**config.mk**
```make
export PLATFORM = sky130hd
export DESIGN_NAME = emc_top
export DESIGN_NICKNAME = d
export VERILOG_FILES = /design/src/hw/emc_pkg.sv /design/src/hw/emc_decode.sv /design/src/hw/emc_strobe.sv /design/src/hw/emc_top.sv
export SDC_FILE = /design/constraint.sdc
export NUM_CORES = 1
export LEC_CHECK = 0
export ABC_CLOCK_PERIOD_IN_PS = 2930
export BUFFER_PORTS_ARGS = -buffer_cell sky130_fd_sc_hd__buf_2
export CORE_ASPECT_RATIO = 1.2
export CORE_MARGIN = 2
export CORE_UTILIZATION = 48
export CTS_BUF_LIST = sky130_fd_sc_hd__clkbuf_2
export DETAILED_ROUTE_END_ITERATION = 16
export PLACE_DENSITY_LB_ADDON = 0.1
export SLEW_MARGIN = 30
export SYNTH_ARGS = -nofsm -noshare
export SYNTH_HDL_FRONTEND = slang
export SYNTH_SLANG_ARGS = --single-unit
```
**constraint.sdc**
```tcl
create_clock -name clk -period 2.93 [get_ports clk]
set_input_delay 0.586 -clock clk [delete_from_list [all_inputs] [get_ports clk]]
set_output_delay 0.586 -clock clk [all_outputs]
set_load 0.02 [all_outputs]
```
**src/hw/emc_pkg.sv**
```systemverilog
// shared constants for the external memory interface configuration block
package emc_pkg;
  // register indexes; the apb byte addresses are the index times four (index 0x85 is byte 0x214)
  localparam logic [7:0] EMC_IDX_CONFIG = 8'h85;
  localparam logic [7:0] EMC_IDX_PAGE = 8'h86;
  localparam logic [7:0] EMC_IDX_STATUS = 8'h87;
  localparam logic [11:0] EMC_ADDR_CONFIG = {2'h0, EMC_IDX_CONFIG, 2'h0};
  localparam logic [11:0] EMC_ADDR_PAGE = {2'h0, EMC_IDX_PAGE, 2'h0};
  localparam logic [11:0] EMC_ADDR_STATUS = {2'h0, EMC_IDX_STATUS, 2'h0};
  localparam int EMC_PADDR_W = 12;
  // configuration register fields
  localparam int EMC_FIFO_WIN_BIT = 6;
  localparam int EMC_SHARED_BIT = 4;
  localparam int EMC_MAP_LSB = 2;
  localparam int EMC_STROBE_LSB = 0;
  localparam logic [7:0] EMC_CONFIG_WMASK = 8'h5F;
  localparam logic [7:0] EMC_CONFIG_RST = 8'h03;
  localparam logic [7:0] EMC_PAGE_RST = 8'h00;
  // memory map selections
  localparam logic [1:0] EMC_MAP_ONCHIP = 2'h0;
  localparam logic [1:0] EMC_MAP_SPLIT_NB = 2'h1;
  localparam logic [1:0] EMC_MAP_SPLIT_B = 2'h2;
  localparam logic [1:0] EMC_MAP_OFFCHIP = 2'h3;
  // fifo window
  localparam logic [15:0] EMC_WIN_LO = 16'h0400;
  localparam logic [15:0] EMC_WIN_HI = 16'h07FF;
  localparam logic [15:0] EMC_ONCHIP_SIZE_DEF = 16'h1000;
  localparam logic [15:0] EMC_ADDR_ZERO = 16'h0000;
  localparam logic [7:0] EMC_BYTE_ZERO = 8'h00;
  localparam logic [31:0] EMC_WORD_ZERO = 32'h00000000;
  // access targets
  typedef enum logic [1:0] {EMC_TGT_ONCHIP, EMC_TGT_FIFO, EMC_TGT_OFFCHIP} emc_target_t;
endpackage : emc_pkg

```
**src/hw/emc_decode.sv**
```systemverilog
// address routing for one data-move access
`timescale 1ns/1ps
module emc_decode import emc_pkg::*; #(
  parameter logic [15:0] ONCHIP_SIZE = EMC_ONCHIP_SIZE_DEF
) (
  input wire logic [15:0] eff_addr, // full effective address
  input wire logic [1:0] map_sel, // memory map select
  input wire logic win_en, // fifo window enable
  output emc_target_t target, // where the access goes
  output logic [15:0] local_addr // address inside the target
);
  always_comb begin
    local_addr = eff_addr;
    if (win_en && eff_addr >= EMC_WIN_LO && eff_addr <= EMC_WIN_HI) begin
      target = EMC_TGT_FIFO;
      local_addr = eff_addr - EMC_WIN_LO;
    end else begin
      case (map_sel)
        EMC_MAP_ONCHIP: begin
          target = EMC_TGT_ONCHIP;
          local_addr = eff_addr & (ONCHIP_SIZE - 16'h0001);
        end
        EMC_MAP_SPLIT_NB, EMC_MAP_SPLIT_B: begin
          target = (eff_addr < ONCHIP_SIZE) ? EMC_TGT_ONCHIP : EMC_TGT_OFFCHIP;
        end
        default: begin
          target = EMC_TGT_OFFCHIP;
        end
      endcase
    end
  end
endmodule : emc_decode

```
**src/hw/emc_strobe.sv**
```systemverilog
// address latch strobe timer: high then low, each for a set number of cycles
`timescale 1ns/1ps
module emc_strobe import emc_pkg::*; (
  input wire logic clk, // system clock
  input wire logic sys_rst, // async reset, high
  input wire logic start, // begin a strobe pulse
  input wire logic [1:0] width, // cycles minus one per phase
  output logic strobe, // latch strobe level
  output logic busy // pulse in progress
);
  typedef enum logic [1:0] {EMC_S_IDLE, EMC_S_HIGH, EMC_S_LOW} emc_sph_t;
  typedef struct packed {
    emc_sph_t ph;
    logic [1:0] cnt;
    logic [1:0] w;
  } emc_strobe_st_t;
  emc_strobe_st_t st_r, st_nxt;

  always_comb begin
    st_nxt = st_r;
    case (st_r.ph)
      EMC_S_IDLE: begin
        if (start) begin
          st_nxt.ph = EMC_S_HIGH;
          st_nxt.cnt = 2'h0;
          st_nxt.w = width;
        end
      end
      EMC_S_HIGH: begin
        st_nxt.cnt = st_r.cnt + 2'h1;
        if (st_r.cnt == st_r.w) begin
          st_nxt.ph = EMC_S_LOW;
          st_nxt.cnt = 2'h0;
        end
      end
      EMC_S_LOW: begin
        st_nxt.cnt = st_r.cnt + 2'h1;
        if (st_r.cnt == st_r.w) begin
          st_nxt.ph = EMC_S_IDLE;
        end
      end
      default: st_nxt.ph = EMC_S_IDLE;
    endcase
  end

  always_ff @(posedge clk or posedge sys_rst) begin
    if (sys_rst) begin
      st_r <= '0;
    end else begin
      st_r <= st_nxt;
    end
  end

  assign strobe = (st_r.ph == EMC_S_HIGH);
  assign busy = (st_r.ph != EMC_S_IDLE);

  a_strobe_high_len: assert property (@(posedge clk) disable iff (sys_rst)
    $rose(strobe) |-> strobe [*1] ##0 (st_r.w == $past(width)))
    else $error("strobe width not captured at start");
endmodule : emc_strobe

```
**src/hw/emc_top.sv**
```systemverilog
// external memory interface configuration, routing and bus address generation
//
// Function
// - with the fifo window enabled, data moves to 0x0400..0x07FF reach the usb packet ram.
// - with the window disabled, data moves never reach the usb packet ram.
// - while the window is enabled, normal memory at the window addresses is unreachable.
// - shared_bus_select 0 multiplexes low address and data, 1 uses separate pins.
// - map select 00 sends every access outside an enabled fifo window on-chip, aliasing addresses into on-chip ram.
// - map select 01 or 10 sends addresses below the on-chip size on-chip, others off-chip.
// - map select 01 leaves the upper address byte of 8-bit off-chip moves to the port latches.
// - map select 10 drives the upper byte of 8-bit off-chip moves from the page register.
// - map select 11 sends every access outside an enabled fifo window off-chip and hides on-chip ram.
// - the strobe width field sets high and low strobe time to 1..4 system clock cycles.
// - the strobe width only matters in multiplexed operation.
// - the two unused configuration bits read zero and ignore writes.
// - for 8-bit moves the page register supplies the high address byte.
//
// The APB interface to the registers was left to the implementer.
`timescale 1ns/1ps
module emc_top import emc_pkg::*; #(
  parameter logic [15:0] ONCHIP_SIZE = EMC_ONCHIP_SIZE_DEF
) (
  input wire logic clk, // system clock
  input wire logic sys_rst, // async reset, high
  input wire logic psel, // apb select
  input wire logic penable, // apb enable
  input wire logic pwrite, // apb write
  input wire logic [EMC_PADDR_W-1:0] paddr, // apb byte address
  input wire logic [31:0] pwdata, // apb write data
  output logic [31:0] prdata, // apb read data
  output logic pready, // apb ready
  output logic pslverr, // apb error on unmapped address
  input wire logic mv_req, // data-move request pulse
  input wire logic mv_short, // 8-bit addressed form
  input wire logic [15:0] mv_addr, // 16-bit pointer or low byte in [7:0]
  output logic [1:0] mv_target, // routed target of last request
  output logic [15:0] mv_local, // address within that target
  output logic [15:0] ext_addr, // off-chip address bus
  output logic ext_addr_hi_oe, // upper address byte driven
  output logic ext_addr_lo_oe, // lower address byte driven
  output logic ext_muxed, // low address shares data pins
  output logic ext_strobe, // address latch strobe
  output logic fifo_sel, // usb packet ram selected
  output logic onchip_sel, // on-chip ram selected
  output logic offchip_sel // off-chip access selected
);
  typedef struct packed {
    logic [7:0] cfg;
    logic [7:0] page;
    logic [31:0] rdata;
    logic ready;
    logic err;
    logic [1:0] tgt;
    logic [15:0] loc;
    logic [15:0] ea;
    logic hi_oe;
    logic lo_oe;
    logic muxed;
    logic strobe;
    logic fifo;
    logic onc;
    logic offc;
    logic strobe_go;
  } emc_state_t;
  emc_state_t st_r, st_nxt;

  logic [15:0] eff_addr;
  emc_target_t dec_target;
  logic [15:0] dec_local;
  logic strobe_lvl;
  logic strobe_busy;
  logic apb_xfer;
  logic [1:0] cfg_map;

  assign cfg_map = st_r.cfg[EMC_MAP_LSB +: 2];
  assign apb_xfer = psel && penable && !st_r.ready;
  // the page register provides the high byte for short moves
  assign eff_addr = mv_short ? {st_r.page, mv_addr[7:0]} : mv_addr;

  emc_decode #(
    .ONCHIP_SIZE(ONCHIP_SIZE)
  ) u_decode (
    .eff_addr(eff_addr),
    .map_sel(cfg_map),
    .win_en(st_r.cfg[EMC_FIFO_WIN_BIT]),
    .target(dec_target),
    .local_addr(dec_local)
  );

  emc_strobe u_strobe (
    .clk(clk),
    .sys_rst(sys_rst),
    .start(st_r.strobe_go),
    .width(st_r.cfg[EMC_STROBE_LSB +: 2]),
    .strobe(strobe_lvl),
    .busy(strobe_busy)
  );

  always_comb begin
    st_nxt = st_r;
    st_nxt.ready = 1'b0;
    st_nxt.err = 1'b0;
    st_nxt.strobe_go = 1'b0;
    st_nxt.strobe = strobe_lvl;
    st_nxt.muxed = !st_r.cfg[EMC_SHARED_BIT];
    // apb: one wait state, answer in the second access cycle
    if (apb_xfer) begin
      st_nxt.ready = 1'b1;
      st_nxt.rdata = EMC_WORD_ZERO;
      case (paddr)
        EMC_ADDR_CONFIG: begin
          if (pwrite) begin
            st_nxt.cfg = pwdata[7:0] & EMC_CONFIG_WMASK;
          end else begin
            st_nxt.rdata = {24'h000000, st_r.cfg};
          end
        end
        EMC_ADDR_PAGE: begin
          if (pwrite) begin
            st_nxt.page = pwdata[7:0];
          end else begin
            st_nxt.rdata = {24'h000000, st_r.page};
          end
        end
        EMC_ADDR_STATUS: begin
          if (!pwrite) begin
            st_nxt.rdata = {EMC_BYTE_ZERO, st_r.ea, 5'h00, strobe_busy, st_r.tgt};
          end
        end
        default: begin
          st_nxt.err = 1'b1;
        end
      endcase
    end
    if (mv_req) begin
      st_nxt.tgt = dec_target;
      st_nxt.loc = dec_local;
      st_nxt.fifo = (dec_target == EMC_TGT_FIFO);
      st_nxt.onc = (dec_target == EMC_TGT_ONCHIP);
      st_nxt.offc = (dec_target == EMC_TGT_OFFCHIP);
      st_nxt.hi_oe = 1'b0;
      st_nxt.lo_oe = 1'b0;
      if (dec_target == EMC_TGT_OFFCHIP) begin
        st_nxt.ea = eff_addr;
        st_nxt.lo_oe = 1'b1;
        st_nxt.hi_oe = 1'b1;
        // short moves in no-bank and off-chip-only maps keep port latches
        if (mv_short && cfg_map != EMC_MAP_SPLIT_B) begin
          st_nxt.hi_oe = 1'b0;
        end
        // only a multiplexed bus needs the address latch strobe
        st_nxt.strobe_go = !st_r.cfg[EMC_SHARED_BIT] && !strobe_busy;
      end
    end
  end

  always_ff @(posedge clk or posedge sys_rst) begin
    if (sys_rst) begin
      st_r <= '0;
      st_r.cfg <= EMC_CONFIG_RST;
      st_r.page <= EMC_PAGE_RST;
      st_r.muxed <= 1'b1;
      st_r.ea <= EMC_ADDR_ZERO;
    end else begin
      st_r <= st_nxt;
    end
  end

  assign prdata = st_r.rdata;
  assign pready = st_r.ready;
  assign pslverr = st_r.err;
  assign mv_target = st_r.tgt;
  assign mv_local = st_r.loc;
  assign ext_addr = st_r.ea;
  assign ext_addr_hi_oe = st_r.hi_oe;
  assign ext_addr_lo_oe = st_r.lo_oe;
  assign ext_muxed = st_r.muxed;
  assign ext_strobe = st_r.strobe;
  assign fifo_sel = st_r.fifo;
  assign onchip_sel = st_r.onc;
  assign offchip_sel = st_r.offc;

  a_win_hit: assert property (@(posedge clk) disable iff (sys_rst)
    mv_req && st_r.cfg[EMC_FIFO_WIN_BIT] && eff_addr >= EMC_WIN_LO && eff_addr <= EMC_WIN_HI
    |=> fifo_sel && !onchip_sel && !offchip_sel)
    else $error("window access not routed to usb ram");
  a_win_off: assert property (@(posedge clk) disable iff (sys_rst)
    mv_req && !st_r.cfg[EMC_FIFO_WIN_BIT] |=> !fifo_sel)
    else $error("usb ram reached with window disabled");
  a_win_shadow: assert property (@(posedge clk) disable iff (sys_rst)
    mv_req && st_r.cfg[EMC_FIFO_WIN_BIT] && eff_addr[15:10] == 6'h01 |=> !offchip_sel)
    else $error("normal memory reached under window");
  a_bus_form: assert property (@(posedge clk) disable iff (sys_rst)
    ##1 ext_muxed == !$past(st_r.cfg[EMC_SHARED_BIT]))
    else $error("bus form does not follow shared select");
  a_map_onchip: assert property (@(posedge clk) disable iff (sys_rst)
    mv_req && cfg_map == EMC_MAP_ONCHIP && !(st_r.cfg[EMC_FIFO_WIN_BIT] && eff_addr[15:10] == 6'h01)
    |=> onchip_sel && mv_local < ONCHIP_SIZE)
    else $error("internal-only map did not alias on-chip");
  a_map_split: assert property (@(posedge clk) disable iff (sys_rst)
    mv_req && (cfg_map == EMC_MAP_SPLIT_NB || cfg_map == EMC_MAP_SPLIT_B)
    && !st_r.cfg[EMC_FIFO_WIN_BIT] |=> offchip_sel == ($past(eff_addr) >= ONCHIP_SIZE))
    else $error("split map boundary wrong");
  a_hi_nodrive: assert property (@(posedge clk) disable iff (sys_rst)
    mv_req && mv_short && cfg_map == EMC_MAP_SPLIT_NB |=> !ext_addr_hi_oe)
    else $error("upper byte driven without bank select");
  a_hi_bank: assert property (@(posedge clk) disable iff (sys_rst)
    mv_req && mv_short && cfg_map == EMC_MAP_SPLIT_B && dec_target == EMC_TGT_OFFCHIP
    |=> ext_addr_hi_oe && ext_addr[15:8] == $past(st_r.page))
    else $error("bank select upper byte wrong");
  a_map_offchip: assert property (@(posedge clk) disable iff (sys_rst)
    mv_req && cfg_map == EMC_MAP_OFFCHIP && !st_r.cfg[EMC_FIFO_WIN_BIT] |=> offchip_sel)
    else $error("external-only map went on-chip");
  a_strobe_mux: assert property (@(posedge clk) disable iff (sys_rst)
    st_r.cfg[EMC_SHARED_BIT] && !strobe_busy |=> !st_r.strobe_go)
    else $error("strobe started on separate bus");
  a_unused_zero: assert property (@(posedge clk) disable iff (sys_rst)
    st_r.cfg[7] == 1'b0 && st_r.cfg[5] == 1'b0)
    else $error("unused config bits set");
endmodule : emc_top

```
Yosys cells after proc, flatten, opt, wreduce, memory -nomap -nowiden
Cells that the tools add are included.

operators by class
  add/subtract/negate cells = 2
  magnitude comparators = 3
  equal/unequal tests = 14
  multiplexer cells = 21
  reductions and logical operators = 22

operators by type and width
  cell                                                                                 count
  24-bit case mux with 3 select lines                                                  1
  16-bit 2-to-1 mux                                                                    3
  12-bit by 10-bit equality test with 1-bit output (second input constant)             3
  24-bit 2-to-1 mux                                                                    1
  16-bit by 11-bit >= comparator with 1-bit output (second input constant)             1
  16-bit by 11-bit less-or-equal comparator with 1-bit output (second input constant)  1
  16-bit by 13-bit < comparator with 1-bit output (second input constant)              1
  16-bit by 11-bit subtractor with 16-bit output (second input constant)               1
  2-bit case mux with 3 select lines                                                   2
  2-bit 2-to-1 mux                                                                     5
  3-bit AND reduction                                                                  3
  8-bit 2-to-1 mux                                                                     1
  7-bit 2-to-1 mux                                                                     1
  2-bit by 1-bit equality test with 1-bit output (second input constant)               3
  2-bit equality test (second input constant)                                          3
  1-bit logical AND                                                                    6
  2-bit zero test                                                                      3
  6-bit 2-to-1 mux                                                                     1
  2-bit AND reduction                                                                  3
  1-bit 2-to-1 mux                                                                     4
  4-bit 2-to-1 mux                                                                     1
  2-bit by 1-bit inequality test with 1-bit output (second input constant)             2
  2-bit inequality test (second input constant)                                        2
  2-bit case mux with 2 select lines                                                   1
  other kinds (7)                                                                      9

word-level totals
  flip-flop bits (word level) = 96
  bits of input ports = 67
  word-level logic and storage cells = 81

Longest topological paths before layout
Gate-level depths: netlist of run 1.

  depth after elaboration = 8
  depth in mapped cells = 9
  gate-level depth less buffers = 7

Hierarchy
A second synthesis of run 1 with hierarchy kept.

unflattened totals
  cells, all modules = 375
  area, all modules = 4449.3 um2

by module, submodules not included
  module      instances  cells each  area each (um2)  seq. area each (um2)
  emc_top     1          295         3761.1           2030.7
  emc_strobe  1          39          374.1            150.1
  emc_decode  1          41          314.1            0.0

Worst setup path after synthesis of run 1
OpenSTA, ideal clock, no wires.

  path kind = input -> register
  start point = input mv_short
  end point = register st_r (netlist bit ext_addr[0])
  setup time = 0.125 ns
  arrival time = 2.573 ns
  required time = 2.805 ns
  path slack = 0.232 ns
  stages on the path = 9
  cells stage by stage = buf_6 > mux2i_1 > inv_1 > ha_1 > a31oi_1 > nor4_4 > a211oi_4 > buf_6 > mux2_4

on the way
  cells in the longest elaborated chain, start to end = 7

RTL lines
  item                                                                                                                 line                                text
  start, declared                                                                                                      emc_top.sv:34                       input wire logic mv_short,
  16-bit 2-to-1 mux (*)                                                                                                emc_top.sv:78                       assign eff_addr = mv_short ? {st_r.page, mv_addr[7:0]} : mv_addr;
  net eff_addr[10]                                                                                                     emc_top.sv:67                       logic [15:0] eff_addr;
  16-bit by 13-bit < comparator with 1-bit output or 16-bit by 11-bit >= comparator with 1-bit output (tied branches)  emc_decode.sv:24, emc_decode.sv:14
  2-bit 2-to-1 mux or 1-bit logical AND (tied branches)                                                                emc_decode.sv:24, emc_decode.sv:14
  2-bit case mux with 2 select lines or 1-bit logical AND (tied branches)                                              emc_decode.sv:18, emc_decode.sv:14
  2-bit 2-to-1 mux (*)                                                                                                 emc_decode.sv:14                    if (win_en && eff_addr >= EMC_WIN_LO && eff_addr <= EMC_WIN_HI) begin
  2-bit equality test (*)                                                                                              emc_top.sv:143                      if (dec_target == EMC_TGT_OFFCHIP) begin
  2-bit AND reduction (no source line) (*)                                                                             n/a
  end signal, assigned                                                                                                 emc_top.sv:165                      st_r <= st_nxt;
  end, declared                                                                                                        emc_top.sv:65                       emc_state_t st_r, st_nxt;

The timed path passes the listed nets; every way through them passes the cells marked *.
A chain may end at the register's enable or synchronous reset.

Worst setup path in the final report of run 1
  start point = register st_r[78] (netlist bit)
  end point = register st_r (netlist bit ext_addr[8])

on the way
  cells in the longest elaborated chain, start to end = 7

RTL lines
  item                                                                                                                 line
  16-bit 2-to-1 mux (*)                                                                                                emc_top.sv:78
  net eff_addr[10]                                                                                                     emc_top.sv:67
  16-bit by 13-bit < comparator with 1-bit output or 16-bit by 11-bit >= comparator with 1-bit output (tied branches)  emc_decode.sv:24, emc_decode.sv:14
  2-bit 2-to-1 mux or 1-bit logical AND (tied branches)                                                                emc_decode.sv:24, emc_decode.sv:14
  2-bit case mux with 2 select lines or 1-bit logical AND (tied branches)                                              emc_decode.sv:18, emc_decode.sv:14
  2-bit 2-to-1 mux (*)                                                                                                 emc_decode.sv:14
  2-bit equality test (*)                                                                                              emc_top.sv:143
  2-bit AND reduction (no source line) (*)                                                                             n/a

Marks and branches as above.

==> results of run 1 <==
Yosys cell counts (4+ instances only):
cell      instances  area [µm²]
nand2_1          17       63.81
clkbuf_1         11       41.29
mux2i_1           6       60.06
mux2_2           40       450.4
o21ai_0          16       80.08
a22o_1           16       140.1
and3_1            4       25.02
dfrtp_1          83        2077
nor2_1           24       90.09
o22ai_1           4       25.02
inv_1            13       48.80
buf_4            67       503.0
a21oi_1           9       45.04
ha_1              8       100.1
mux2_4            5       75.07
cell type report:
class                      count  area (µm²)  share of cell area
clock buffer                   9       45.04            0.009422
clock inverter                 7       78.83             0.01649
inverter                      13       50.05             0.01047
multi-input combinational    206        1630              0.3410
sequential                    86        2156              0.4509
tap                          120       150.1             0.03141
timing repair buffer         124       670.6              0.1403
per-layer routing:
metal,wire length (µm),track usage
met5,0,0
met4,208,0.09848
met3,385,0.03386
met2,4649,0.3397
met1,3741,0.2160
path summary, 6_finish.rpt:
path,endpoint,start,slack (ns),cells past startpoint
min in group clk,st_r[83],pwdata[7],0.27,2
hold reg to reg,ext_muxed,st_r[88],0.47,1
hold / removal,prdata[23],sys_rst,0.08,2
setup reg to reg,ext_addr[8],st_r[78],0.63,8
max in group asynchronous,mv_local[8],sys_rst,1.99,4
setup / recovery,ext_addr[8],st_r[78],0.63,8
logic make-up (layout without fill, tap and decap cells):
kind of cell	count (synthesis)	after routing	share of synthesized area
buffers and inverters	94	153	0.1414
DFF	86	86	0.4923
and+or+nand+nor	72	72	0.09029
AOI/OAI and AO/OA	63	63	0.1094
muxes	52	52	0.1369
adders and majority gates	8	8	0.02286
xor gates and xnor gates	3	3	0.006001
other	1	8	0.0008563
stage by stage:
| stage | cell area [µm²] | util | total power (µW) | cells | setup WS (ns) |
|---|---|---|---|---|---|
| after global routing | 4781 | 0.5349 | 2239 | 565 | 0.4684 |
| after CTS | 4781 | 0.5349 | 2176 | 565 | 0.6188 |
| after floorplan | 4405 | - | 1452 | 386 | 0.1271 |
| final | 4781 | 0.5349 | 2143 | 565 | 0.6305 |
| after detailed placement | 4657 | 0.5210 | 1514 | 549 | 0.2411 |
| after global placement | 4657 | 0.5210 | 1509 | 549 | 0.2626 |
power by group through the flow:
stage | clock network [µW] | registers (µW) | logic, µW
floorplan | 0 | 1260 | 195
global placement | 0 | 1260 | 253
detailed placement | 0 | 1260 | 257
CTS | 682 | 1240 | 258
global route | 720 | 1240 | 278
finish | 655 | 1240 | 253
state kept, by name, summed over array words and instances, names as in the netlist:
signal          count
mv_local           16
ext_strobe          1
u_strobe.st_r       6
pslverr             1
fifo_sel            1
onchip_sel          1
prdata             24
pready              1
ext_muxed           1
cfg_map             2
st_r               13
ext_addr           16
ext_addr_hi_oe      1
mv_target           2
==> out/metrics.cfg, run 1 <==
[placement]
port_buffers=109
dp_hpwl_mm=6.741
gp_congestion=0.8186

[die]
die_y_um=108.6
initial_core_util=0.4899
rows=38
top_level_ports=142
die_area_um2=9907
die_width_um=91.20
core_area_um2=8939

[timing]
max_clock_freq_mhz=434.9
tightest_slew_ns=0.6657
rsz0062_at_grt=no
maxSlewViolCount=0
post-route-period-util=0.7848
max_slew_margin=0.5557
fin_setup_tns_ns=0
setup_violations=0
hold_viol_final=0
fin_skew_ns=0.01305
min_period_ns=2.300
whs_ns=0.07784

[critical_path]
crit_chain=mux2i_1 > inv_1 > ha_1 > a31oi_1 > nor4_4 > a211oi_4 > buf_4 > mux2_2
slowest_delay_ns=0.47
crit_arrival_ns=2.75
crit_path_end_kind=flop
crit_fanout=9
cp-start-kind=flop
critPathTopFamily=multiplexers
slowest_stage=dfrtp_1
crit_type=flop to flop
crit_required_ns=3.38
cp_num_buf_inv=2

[synth]
async_flop_share=1.000
syn_inst=379
synth_area_per_cell_um2=11.55
yosysWarnings=0
ys_seq_area_frac=0.4923
netlist_area_um2=4379
synth_edf_count=0
ys_ff_latch=86
synthDistinctLibCells=52
ys.flop_type=dfrtp_1

[pwr]
pwr-share-seq=0.576
p_int_uw=1581
ir_drop_mv=0.2327
p_switching_uw=561.9
p_per_area_nw_per_um2=448.3
p_sw_frac=0.2622
p_clk_frac=0.306
leakage_uw=0.002489
p_comb_frac=0.118

[clocking]
clockBufferDepth=2
cts_tree=yes
cts_resized=0
cts_buffers=9
cts_setup_buffers=0
cts_hold_buf=0
cts_max_level=3
cts-root-buf=clkbuf_2
clock-sinks=86
clkSlewWorstSetupHoldPaths_ns=0.21
clk-insertion-delay-late_ns=0.54

[global_route]
grt_pass1_vias=2935
antenna_found_initial=0
grt_max_degree=43
grt_usage=0.1890
grt_overflow=0
grt_pass1_wl_mm=14.43

[route]
drc_errors=0
via_count=2885
drt-pass1-iter-count=4
antenna_left=0
wire_per_inst_um=15.90
drt-total-wl_mm=8.984
viasPerCell=5.106
drt_iter0_markers=88

[finish]
nFillCells=862
final_common_cell=buf_2
mostFrequentLayoutCells=buf_2 (109), dfrtp_1 (83), mux2_2 (40)
drive_gt1_frac=0.4404
antenna_cells=0
area_delta_synth_final_pct=9.172
nets=515

[flow_run]
maxCapViolations=0

[run_status]
status=finished clean

[worst_hold_path]
hold_class=primary input to asynchronous set/reset pin

No activity file was read; power rests on OpenSTA's default activity.
==> inputs of run 2 (changes only) <==
--- a/config.mk
+++ b/config.mk
@@ -5,7 +5,7 @@
 export SDC_FILE = /design/constraint.sdc
 export NUM_CORES = 1
 export LEC_CHECK = 0
-export ABC_CLOCK_PERIOD_IN_PS = 2930
+export ABC_CLOCK_PERIOD_IN_PS = 1900
 export BUFFER_PORTS_ARGS = -buffer_cell sky130_fd_sc_hd__buf_2
 export CORE_ASPECT_RATIO = 1.2
 export CORE_MARGIN = 2
==> constraint.sdc (replaced) <==
create_clock -name clk -period 1.9 [get_ports clk]
set_input_delay 0.38 -clock clk [delete_from_list [all_inputs] [get_ports clk]]
set_output_delay 0.38 -clock clk [all_outputs]
set_load 0.02 [all_outputs]
==> out/metrics.cfg, run 2 (same netlist as run 1, synthesis figures left out) <==
[critical_path]
crit_arrival_ns=2.55  ; -0.20 ns
rr_endpoint=ext_addr_hi_oe
reg2reg_from=st_r[79]
reg2reg_slack_ns=-0.21  ; -0.84 ns
rr_worst_depth=8  ; unchanged
crit_required_ns=2.34  ; -1.04 ns
crit_type=flop to flop
crit_path_start=st_r[79]
crit_path_end=ext_addr_hi_oe
crit_fanout=3  ; -6
crit_path_end_kind=flop
cp-start-kind=flop

[placement]
gp_congestion=0.8777  ; +7.2%
pre_cts_ws_ns=-0.5412  ; -0.7823 ns
port_buffers=109  ; unchanged
dp_hpwl_mm=7.013  ; +4.0%
place_inst=578  ; +5.3%

[worst_hold_path]
hold_class=primary input to flop
worstHoldStart=pwdata[1]

[die]
die_area_um2=9907  ; unchanged
rows=38  ; unchanged
die_width_um=91.20  ; unchanged
initial_core_util=0.4899  ; unchanged
core_area_um2=8939  ; unchanged
die_y_um=108.6  ; unchanged
top_level_ports=142  ; unchanged

[clocking]
cts_tree=yes
clk-insertion-delay-late_ns=0.52  ; -0.02 ns
cts_max_level=3  ; unchanged
clockBufferDepth=2  ; unchanged
clock-sinks=86  ; unchanged
cts-root-buf=clkbuf_2
cts_buffers=9  ; unchanged
clkSlewWorstSetupHoldPaths_ns=0.23  ; +0.02 ns

[route]
drt-total-wl_mm=9.433  ; +5.0%
viasPerCell=4.980  ; -2.5%
antenna_left=0  ; unchanged
drt-pass1-iter-count=4  ; unchanged
drc_errors=0  ; unchanged
wire_per_inst_um=15.67  ; -1.5%
via_count=2998  ; +3.9%
drt_iter0_markers=105  ; +19%

[timing]
maxSlewViolCount=0  ; unchanged
max_clock_freq_mhz=473.6  ; +8.9%
fin_setup_tns_ns=-4.963  ; -4.963 ns
post-route-period-util=1.111  ; +0.3265
setup_violations=28  ; +28
tightest_slew_ns=0.5840  ; -0.08173 ns
fin_ws_ns=-0.2114  ; -0.8419 ns
hold_viol_final=0  ; unchanged
min_period_ns=2.111  ; -0.1881 ns
max_slew_margin=0.6066  ; +0.05089
rsz0062_at_grt=yes
fin_skew_ns=0.02694  ; +0.01388 ns

[finish]
stdcell_count=602  ; +6.5%
multi_input_area_um2=1770  ; +8.6%
seqCellArea_um2=2156  ; unchanged
nFillCells=810  ; -6.0%
antenna_cells=0  ; unchanged
area_delta_synth_final_pct=19.51
drive_gt1_frac=0.5187  ; +0.07822
nets=553  ; +7.4%
final_common_cell=buf_2
mostFrequentLayoutCells=buf_2 (109), dfrtp_1 (83), buf_4 (42)
largest_reg_flops=24  ; unchanged
final_util=0.5855  ; +0.05067

[run_status]
status=finished, violations left
violations=negative setup slack

[global_route]
antenna_found_initial=0  ; unchanged
grt_max_degree=87  ; +100%
grt_pass1_vias=3044  ; +3.7%
grt_pass1_wl_mm=15.29  ; +6.0%
grt_overflow=0  ; unchanged
grt_usage=0.1998  ; +0.01082

[pwr]
ir_drop_mv=0.4035  ; +73%
p_comb_frac=0.147  ; +0.029
p_clk_frac=0.240  ; -0.066
p_switching_uw=885.0  ; +58%
pwr-share-seq=0.613  ; +0.037
p_per_area_nw_per_um2=594.3  ; +33%
power_uw=3111  ; +45%
p_sw_frac=0.2845  ; +0.02235
leakage_uw=0.002688  ; +8.0%
p_int_uw=2226  ; +41%

[flow_run]
maxCapViolations=0  ; unchanged

run 2: critical path, stage by stage, from the launching register on:
cell	delay, ns
dfrtp_1	0.46
mux2i_4	0.21
ha_4	0.18
nand3b_1	0.14
o41ai_4	0.40
a211oi_4	0.14
buf_4	0.16
buf_6	0.11
a22o_4	0.20
run 2: cell type report:
cell class	count	area share
inverters	13	0.01004
clock buffers	10	0.009563
multi-input cells	206	0.3383
flip-flops and latches	86	0.4119
clock inverters	5	0.005259
repair buffers	162	0.1963
well taps	120	0.02869
run 2: power by group through the flow:
stage	Combinational (µW)	Sequential, µW	Clock, µW
global placement	430	1940	0
detailed placement	435	1940	0
finish	457	1910	747
global route	500	1910	873
CTS	453	1910	785
floorplan	313	1940	0
run 2: how the worst min path moves through the flow:
stage / endpoint / cells past startpoint
finish: st_r[77] / 2
global placement: ext_muxed / 1
detailed placement: ext_muxed / 1
floorplan: ext_muxed / 1
global route: st_r[81] / 2
CTS: st_r[77] / 2
run 2: routing by layer:
layer  global-route usage  up-vias  wire length [µm]
met5                    0        -                 0
met4              0.07576        0               167
met3              0.03732       12               323
met2               0.3508       76              4870
met1               0.2465     1459              4072
li1                     -     1451                 -
run 2: per-stage QoR:
stage,hold slack [ns],area (µm²)
2_1_floorplan,0.3874,4484
3_3_place_gp,0.4209,4979
3_5_place_dp,0.4267,4979
4_1_cts,0.04494,5144
5_1_grt,0.01283,5234
6_report,0.08808,5234
run 2: timing repair:
item / in CTS / in global routing
hold buffers: 1 / 0
endpoints found under the hold margin: 83 / 0
pin swaps: 10 / 5
endpoints found under the setup margin: 28 / 29
resized for setup: 14 / 7
buffers inserted: 2 / 7
